$ cat src/core/status_lamp_pkg.sv
package status_lamp_pkg;

   // Clock rate and blink timing.
   localparam int unsigned ClockHz = 10_000_000;
   localparam int unsigned SlowBlinkHz = 1;
   localparam int unsigned FastBlinkHz = 4;
   // Half periods in cycles (fifty percent duty cycle).
   localparam int unsigned SlowHalfCycles = ClockHz / (2 * SlowBlinkHz);
   localparam int unsigned FastHalfCycles = ClockHz / (2 * FastBlinkHz);

   // APB register byte offsets.
   localparam logic [7:0] CondOffset = 8'h00;
   localparam logic [7:0] LampOffset = 8'h04;
   localparam logic [7:0] StateOffset = 8'h08;

   // Condition register field positions.
   localparam int unsigned CondSelfTest = 0;
   localparam int unsigned CondMajor = 1;
   localparam int unsigned CondMinor = 2;
   localparam int unsigned CondUnconfigured = 3;
   localparam int unsigned CondOperational = 4;
   localparam int unsigned CondHasAddress = 5;
   localparam int unsigned CondConnected = 6;
   localparam int unsigned CondDuplicate = 7;
   localparam int unsigned CondWidth = 8;
   localparam logic [CondWidth-1:0] CondReset = 8'h01;

   // Decoded indicator states.
   typedef enum logic [2:0] {
      ModOff, ModSelfTest, ModMajor, ModMinor, ModNoAddr, ModStandby, ModRun
   } mod_state_t;

   typedef enum logic [2:0] {
      NetOff, NetSelfTest, NetDuplicate, NetTimeout, NetConnected, NetIdle
   } net_state_t;

endpackage : status_lamp_pkg

$ cat src/core/blink_if.sv
`timescale 1ns/100ps
interface blink_if;
   logic slow;
   logic fast;
   modport source (output slow, output fast);
   modport sink (input slow, input fast);
endinterface : blink_if

$ cat src/core/blink_gen.sv
`timescale 1ns/100ps
module blink_gen
   import status_lamp_pkg::*;
#(
   parameter int unsigned SlowHalf = SlowHalfCycles,
   parameter int unsigned FastHalf = FastHalfCycles
) (
   // System.
   input wire logic clk,
   input wire logic rst,
   // Blink phases.
   blink_if.source blink
);

   typedef struct packed {
      logic [31:0] slowCount;
      logic [31:0] fastCount;
      logic slow;
      logic fast;
   } gen_state_t;

   gen_state_t state;
   gen_state_t next_state;

   // Two free-running half-period counters toggle the phases.
   always_comb begin
      next_state = state;
      if (state.slowCount >= 32'(SlowHalf - 1)) begin
         next_state.slowCount = '0;
         next_state.slow = ~state.slow;
      end else begin
         next_state.slowCount = state.slowCount + 32'h0000_0001;
      end
      if (state.fastCount >= 32'(FastHalf - 1)) begin
         next_state.fastCount = '0;
         next_state.fast = ~state.fast;
      end else begin
         next_state.fastCount = state.fastCount + 32'h0000_0001;
      end
   end

   // Counters restart at reset so every blink starts in its lit phase.
   always_ff @(posedge clk) begin
      if (rst) begin
         state <= '{slowCount: '0, fastCount: '0, slow: 1'b1, fast: 1'b1};
      end else begin
         state <= next_state;
      end
   end

   assign blink.slow = state.slow;
   assign blink.fast = state.fast;

endmodule : blink_gen

$ cat src/core/status_indicator_driver.sv
`timescale 1ns/100ps
module status_indicator_driver
   import status_lamp_pkg::*;
#(
   parameter int unsigned SlowHalf = SlowHalfCycles,
   parameter int unsigned FastHalf = FastHalfCycles
) (
   // System.
   input wire logic clk,
   input wire logic rst,
   // Connection timeout events from the network stack.
   input wire logic timeoutEvent,
   input wire logic timedOutOpen,
   // APB slave.
   input wire logic psel,
   input wire logic penable,
   input wire logic pwrite,
   input wire logic [7:0] paddr,
   input wire logic [31:0] pwdata,
   output logic [31:0] prdata,
   output logic pready,
   output logic pslverr,
   // Module status lamps.
   output logic module_green_lamp,
   output logic module_red_lamp,
   // Network status lamps for both ports.
   output logic port_a_network_lamp,
   output logic port_a_activity_lamp,
   output logic port_b_network_lamp,
   output logic port_b_activity_lamp
);

   typedef struct packed {
      logic [CondWidth-1:0] cond;
      logic timeoutLatch;
      mod_state_t modState;
      net_state_t netState;
      logic modGreen;
      logic modRed;
      logic netGreen;
      logic netYellow;
      logic [31:0] rdata;
   } drv_state_t;

   drv_state_t state;
   drv_state_t next_state;

   blink_if blink ();

   ////////////////////////////////////////////////////////////////////////
   // Blink phase source.

   // Both blink rates come from counting system clock cycles, nothing else.
   blink_gen #(
      .SlowHalf(SlowHalf),
      .FastHalf(FastHalf)
   ) u_blink (
      .clk(clk),
      .rst(rst),
      .blink(blink)
   );

   ////////////////////////////////////////////////////////////////////////
   // Bus decode.

   logic access;
   logic mapped;
   assign access = psel & penable;
   assign mapped = (paddr == CondOffset) || (paddr == LampOffset) || (paddr == StateOffset);

   ////////////////////////////////////////////////////////////////////////
   // Next-state logic.

   always_comb begin
      next_state = state;

      // Software condition register write.
      if (access && pwrite && paddr == CondOffset) begin
         next_state.cond = pwdata[CondWidth-1:0];
      end

      // A new timeout wins over the clear so an event is never lost.
      if (timeoutEvent) begin
         next_state.timeoutLatch = 1'b1;
      end else if (!timedOutOpen) begin
         next_state.timeoutLatch = 1'b0;
      end

      // Module indicator priority.
      if (state.cond[CondSelfTest]) begin
         next_state.modState = ModSelfTest;
      end else if (state.cond[CondMajor]) begin
         next_state.modState = ModMajor;
      end else if (state.cond[CondMinor]) begin
         next_state.modState = ModMinor;
      end else if (!state.cond[CondHasAddress]) begin
         next_state.modState = ModNoAddr;
      end else if (state.cond[CondUnconfigured]) begin
         next_state.modState = ModStandby;
      end else if (state.cond[CondOperational]) begin
         next_state.modState = ModRun;
      end else begin
         next_state.modState = ModOff;
      end

      // Network indicator priority.
      if (state.cond[CondSelfTest]) begin
         next_state.netState = NetSelfTest;
      end else if (state.cond[CondDuplicate]) begin
         next_state.netState = NetDuplicate;
      end else if (!state.cond[CondHasAddress]) begin
         next_state.netState = NetOff;
      end else if (state.timeoutLatch) begin
         next_state.netState = NetTimeout;
      end else if (state.cond[CondConnected]) begin
         next_state.netState = NetConnected;
      end else begin
         next_state.netState = NetIdle;
      end

      // Module lamp drive.
      unique case (state.modState)
         ModSelfTest: begin
            next_state.modGreen = blink.slow;
            next_state.modRed = ~blink.slow;
         end
         ModMajor: begin
            next_state.modGreen = 1'b0;
            next_state.modRed = 1'b1;
         end
         ModMinor: begin
            next_state.modGreen = 1'b0;
            next_state.modRed = blink.slow;
         end
         ModNoAddr: begin
            next_state.modGreen = blink.fast;
            next_state.modRed = 1'b0;
         end
         ModStandby: begin
            next_state.modGreen = blink.slow;
            next_state.modRed = 1'b0;
         end
         ModRun: begin
            next_state.modGreen = 1'b1;
            next_state.modRed = 1'b0;
         end
         ModOff: begin
            next_state.modGreen = 1'b0;
            next_state.modRed = 1'b0;
         end
      endcase

      // Network lamp drive; yellow is the activity lamp.
      unique case (state.netState)
         NetSelfTest: begin
            next_state.netGreen = blink.slow;
            next_state.netYellow = ~blink.slow;
         end
         NetDuplicate: begin
            next_state.netGreen = 1'b0;
            next_state.netYellow = 1'b1;
         end
         NetTimeout: begin
            next_state.netGreen = 1'b0;
            next_state.netYellow = blink.slow;
         end
         NetConnected: begin
            next_state.netGreen = 1'b1;
            next_state.netYellow = 1'b0;
         end
         NetIdle: begin
            next_state.netGreen = blink.slow;
            next_state.netYellow = 1'b0;
         end
         NetOff: begin
            next_state.netGreen = 1'b0;
            next_state.netYellow = 1'b0;
         end
      endcase

      // Read data is registered during the setup cycle.
      next_state.rdata = '0;
      if (psel && !penable && !pwrite) begin
         unique case (paddr)
            CondOffset: next_state.rdata = {24'h00_0000, state.cond};
            LampOffset: next_state.rdata = {26'h000_0000, state.timeoutLatch,
               1'b0, state.netYellow, state.netGreen, state.modRed, state.modGreen};
            StateOffset: next_state.rdata = {25'h000_0000, state.netState,
               1'b0, state.modState};
            default: next_state.rdata = '0;
         endcase
      end
   end

   ////////////////////////////////////////////////////////////////////////
   // State register; reset starts in self-test with all lamps dark.

   always_ff @(posedge clk) begin
      if (rst) begin
         state <= '{cond: CondReset, timeoutLatch: 1'b0, modState: ModOff,
            netState: NetOff, modGreen: 1'b0, modRed: 1'b0, netGreen: 1'b0,
            netYellow: 1'b0, rdata: '0};
      end else begin
         state <= next_state;
      end
   end

   ////////////////////////////////////////////////////////////////////////
   // Outputs. Both ports show the same device-level network state.

   assign pready = 1'b1;
   assign pslverr = access & ~mapped;
   assign prdata = state.rdata;
   assign module_green_lamp = state.modGreen;
   assign module_red_lamp = state.modRed;
   assign port_a_network_lamp = state.netGreen;
   assign port_b_network_lamp = state.netGreen;
   assign port_a_activity_lamp = state.netYellow;
   assign port_b_activity_lamp = state.netYellow;

endmodule : status_indicator_driver

$ cat config.mk
export PLATFORM = sky130hd
export DESIGN_NAME = status_indicator_driver
export DESIGN_NICKNAME = d
export VERILOG_FILES = /design/src/core/status_lamp_pkg.sv /design/src/core/blink_if.sv /design/src/core/blink_gen.sv /design/src/core/status_indicator_driver.sv
export SDC_FILE = /design/constraint.sdc
export NUM_CORES = 1
export LEC_CHECK = 0
export BUFFER_PORTS_ARGS = -buffer_cell sky130_fd_sc_hd__buf_2
export CORE_MARGIN = 1.5
export CORE_UTILIZATION = 42
export CTS_CLUSTER_DIAMETER = 60
export CTS_CLUSTER_SIZE = 10
export DETAILED_ROUTE_END_ITERATION = 10
export PLACE_DENSITY = 0.73
export SETUP_SLACK_MARGIN = 0.1
export SKIP_CTS_REPAIR_TIMING = 1
export SLEW_MARGIN = 15
export SYNTH_ARGS = -nofsm -noshare
export SYNTH_HDL_FRONTEND = slang
export SYNTH_HIERARCHICAL = 1
export SYNTH_SLANG_ARGS = --single-unit
$ cat constraint.sdc
create_clock -name clk -period 2.7 [get_ports clk]
set_clock_uncertainty 0.15 [all_clocks]
set_input_delay 0.27 -clock clk [delete_from_list [all_inputs] [get_ports clk]]
set_output_delay 0.27 -clock clk [all_outputs]
set_load 0.005 [all_outputs]
==> summary.md <==
| Metric | Value |
|---|---|
| Endpoint of the worst hold path | state[42]$_SDFFE_PP0P_ |
| Worst Hold Margin | -6.92 ps |
| Number of warnings printed during yosys synthesis | 6 |
| Min-delay worst type | in2reg |
| Internal reg-to-reg setup slack | 340 ps |
| Post-synth top flop | sky130_fd_sc_hd__dfxtp_1 |
| Cell Area, Synth | 4000 um^2 |
| Number of distinct library cells after synthesis | 53 |
| Number of DRC markers after the initial detailed-route iteration | 135 |
| Via count of the first global-routing pass | approximately 2700 |
| Crit. End Element | register |
| RSZ-0062 raised after global routing | no |
| Cell Int Power | 1.86 mW |
| Final worst setup slack | between 300 and 400 ps |
| Setup Slack @ Placement | 382 ps |
| Count of vias placed by the detailed router | 2944 |
| Setup-failing EPs final | 0 |
| Effective utilization at floorplan | 43.3% |
| Pwr Density | 538 nW/um^2 |
| Post-synthesis sequential area ratio | between 40% and 50% |
| Final count of hold timing violations | 1 |
| Clock network fraction of total power | approximately 38% |
| HPWL Detailed | 5030 um |
| Critical register-to-register path endpoint | u_blink/state[40]$_SDFF_PP0_ |
| Die boundary width | 101 um |
| Cells after synthesis | 435 |
| Status | complete, but fails checks |
| Maximum clock insertion buffer count | 2 |
| Number of buffers and inverters on the critical path | 0 |
| Most frequent cell after synthesis | sky130_fd_sc_hd__dfxtp_1 |
| Largest net degree at the start of global routing | 24 |
| Clock H-tree levels | 3 |
| Source-to-sink clock delay at the later pin of the worst-skew pair | between 300 and 400 ps |
| Quantity of I/O buffers inserted on ports | 37 |
| Detailed-route vias per instance | between 4 and 5 |
| Critical path data arrival time | roughly 2400 ps |
| Fraction of the core area covered by cells at the end of the flow | 47.9% |
| Launch instance of the worst min-delay path | timedOutOpen |
| Final GP Congestion | 0.822 |
| Top area cells in the synthesized netlist | sky130_fd_sc_hd__dfxtp_1 (47%), sky130_fd_sc_hd__buf_4 (6.6%), sky130_fd_sc_hd__nor2_1 (5.7%) |
| Top delay family on crit path | compound AO/OA/AOI/OAI gates |
| TritonCTS clock tree | yes |
| Total Routing Usage GR | 14.7% |
| Worst setup path startpoint | u_blink/state[34]$_SDFF_PP0_ |
| Initial antenna violation count | 0 |
| Number of top-level design ports | 87 |
| Layout overhead on the synthesized area | 10.6% |
| Max capacitance violation total | 0 |
| Area occupied by multi-input gates | 1960 um^2 |
| Endpoint required time on the critical path | 2750 ps |
| Async set-or-reset flop fraction in the synthesized netlist | 0% |
| Switching power share of the total | ~22% |
| Clock tree root driver cell | sky130_fd_sc_hd__clkbuf_8 |
| Routed Antenna Nets | 0 |
| Diode count | 0 |
| Remaining global-route overflow | 0 |
| Violations in the final reports | hold timing |
| Chip height | 101 um |
| Max rail drop VDD | 359 uV |
| Crit path max fanout | 23 |
| Share of final-layout standard cells stronger than drive strength 1 | 14.5% |
| CTS clock-pin slew for the worst setup and hold paths | 90 ps |
| Worst setup path category | reg2reg |
| Worst Setup Start Kind | register |
| Combinational share of power | 3.3% |
| Part of the cycle the worst path needs | just under 90% |
| P_leak | 1.66 nW |
| Fmax | roughly 420 MHz |
| Slowest stage delay, CP | around 670 ps |
| Core Rows | 35 |
| Routed WL per cell | 11.2 um |
| First-pass iteration count of the detailed router | 5 |
| Final count of pins violating max slew | 0 |
| Number of stages on the worst setup path | 6 |
| Number of cells on the worst hold path | 3 |
| Placed Instances | 601 |
| Post-detailed-routing wire length | slightly below 7000 um |
| First-pass GRT wire length | 11900 um |
| Number of enable flip-flop cells after synthesis | 0 |
| Die area | 10100 um^2 |
| Clock sink total | 93 |
| Floorplan Core Area | 9240 um^2 |
| Area used by sequential logic in the layout | 1860 um^2 |
| CTS Buf Count | 9 |
| Switching power summed over all nets | 520 uW |
| Worst-path cell with the longest stage delay | sky130_fd_sc_hd__a211o_1 |
| Number of nets at the end of the flow | 533 |
| Fillers | around 870 |
| Length in cells of the worst reg-to-reg path | 6 |
| Final worst path period need | 2360 ps |
| Cell breakdown of the critical path | ha_1 -> and4_1 -> a211oi_1 -> o21ai_0 -> a211o_1 -> nor2_1 |
| Number of cells in the finished layout apart from fillers | 618 |
| Slew @ Worst Pin | 721 ps |
| Normalized max-slew margin | 51.5% |
| Proportion of power drawn by flip-flops and latches | 59.0% |
| Synthesized area per cell | roughly 9.2 um^2 |
| Commonest cells in the netlist | sky130_fd_sc_hd__dfxtp_1 (93), sky130_fd_sc_hd__nor2_1 (61), sky130_fd_sc_hd__buf_4 (35) |
| Library cell occupying the most area in the post-synthesis netlist | sky130_fd_sc_hd__dfxtp_1 |
| PnR Total Power | 2.38 mW |
| Final total negative setup slack | 0 ps |
| Startpoint of the worst-slack reg-to-reg timing path | u_blink/state[34]$_SDFF_PP0_ |
| Remaining DRCs | 0 |
| Area share of the leading cell type in the synthesized netlist | 46.5% |
| Number of flip-flops and latches in the synthesized netlist | between 90 and 100 |
[cell families (layout without fill, tap and decap cells)]
| logic type | Yosys count | in the layout | synth area share [%] |
|---|---|---|---|
| simple gates | 190 | 190 | 25.4 |
| flops | 93 | 93 | 46.5 |
| buf+inv | 53 | 65 | 8.32 |
| compound gates | 40 | 40 | 6.54 |
| xor+xnor | 38 | 38 | 8.32 |
| mux | 16 | 16 | 4.00 |
| other cells | 3 | 45 | 0.281 |
| fa+ha+maj | 2 | 2 | 0.625 |
[state kept, by name, indices dropped and copies added, names as in the netlist]
register,cells
u_blink/blink.fast,1
u_blink/blink.slow,1
state,15
prdata,8
u_blink/state,64
module_red_lamp,1
port_a_network_lamp,1
module_green_lamp,1
port_a_activity_lamp,1
[stage by stage]
step / cell area, um^2 / hold WS (ps)
2_1_floorplan: 4160 / 206
3_3_place_gp: 4220 / 281
3_5_place_dp: 4220 / 304
4_1_cts: 4420 / -34.9
5_1_grt: 4430 / 15.8
6_report: 4430 / -6.92
[area by class of cell]
class,instances,share of cell area (%)
Multi-Input combinational cell,331,44.4
Sequential cell,93,42.1
Timing Repair Buffer,41,4.92
Tap cell,129,3.65
Clock buffer,11,2.97
Clock inverter,5,1.36
Inverter,8,0.679
[layer usage]
metal / up-vias / wire (um) / share of wire [%] / track usage (%)
li1: 1506 / - / - / -
met1: 1352 / 3220 / 47 / 18.2
met2: 73 / 3220 / 47 / 24.1
met3: 13 / 318 / 4.6 / 3.40
met4: 0 / 144 / 2.1 / 6.93
met5: - / 0 / 0 / 0
[power by group through the flow]
stage,Combinational (mW),Sequential (mW),Clock (mW)
after floorplan,0.0746,1.43,0
after global placement,0.0758,1.44,0
after detailed placement,0.0767,1.44,0
after CTS,0.0768,1.41,0.925
after global routing,0.0900,1.41,0.984
final,0.0782,1.41,0.899
[worst min-delay path: stages]
cell	delay (ps)
sky130_fd_sc_hd__buf_2	70
sky130_fd_sc_hd__a21oi_1	50
sky130_fd_sc_hd__nor2_1	60
[cells in the final DEF, fill, tap and decap left out, drive strengths merged, types with 12 or more instances in the layout]
cell type	n
xnor2	18
dfxtp	93
nor3	14
nand3	20
xor2	20
nand2	20
a21oi	14
nor2	61
nand4	12
buf	40
nand2b	16
mux2i	16
conb	45
[how the worst max path moves through the flow]
stage / end / slack, ps
after floorplan: u_blink/state[20]$_SDFF_PP0_ / 840
after global placement: u_blink/state[52]$_SDFF_PP0_ / 490
after detailed placement: u_blink/state[38]$_SDFF_PP0_ / 380
after CTS: u_blink/state[40]$_SDFF_PP0_ / 350
after global routing: u_blink/state[40]$_SDFF_PP0_ / 150
final: u_blink/state[40]$_SDFF_PP0_ / 340
No activity file was read; power rests on OpenSTA's default activity.
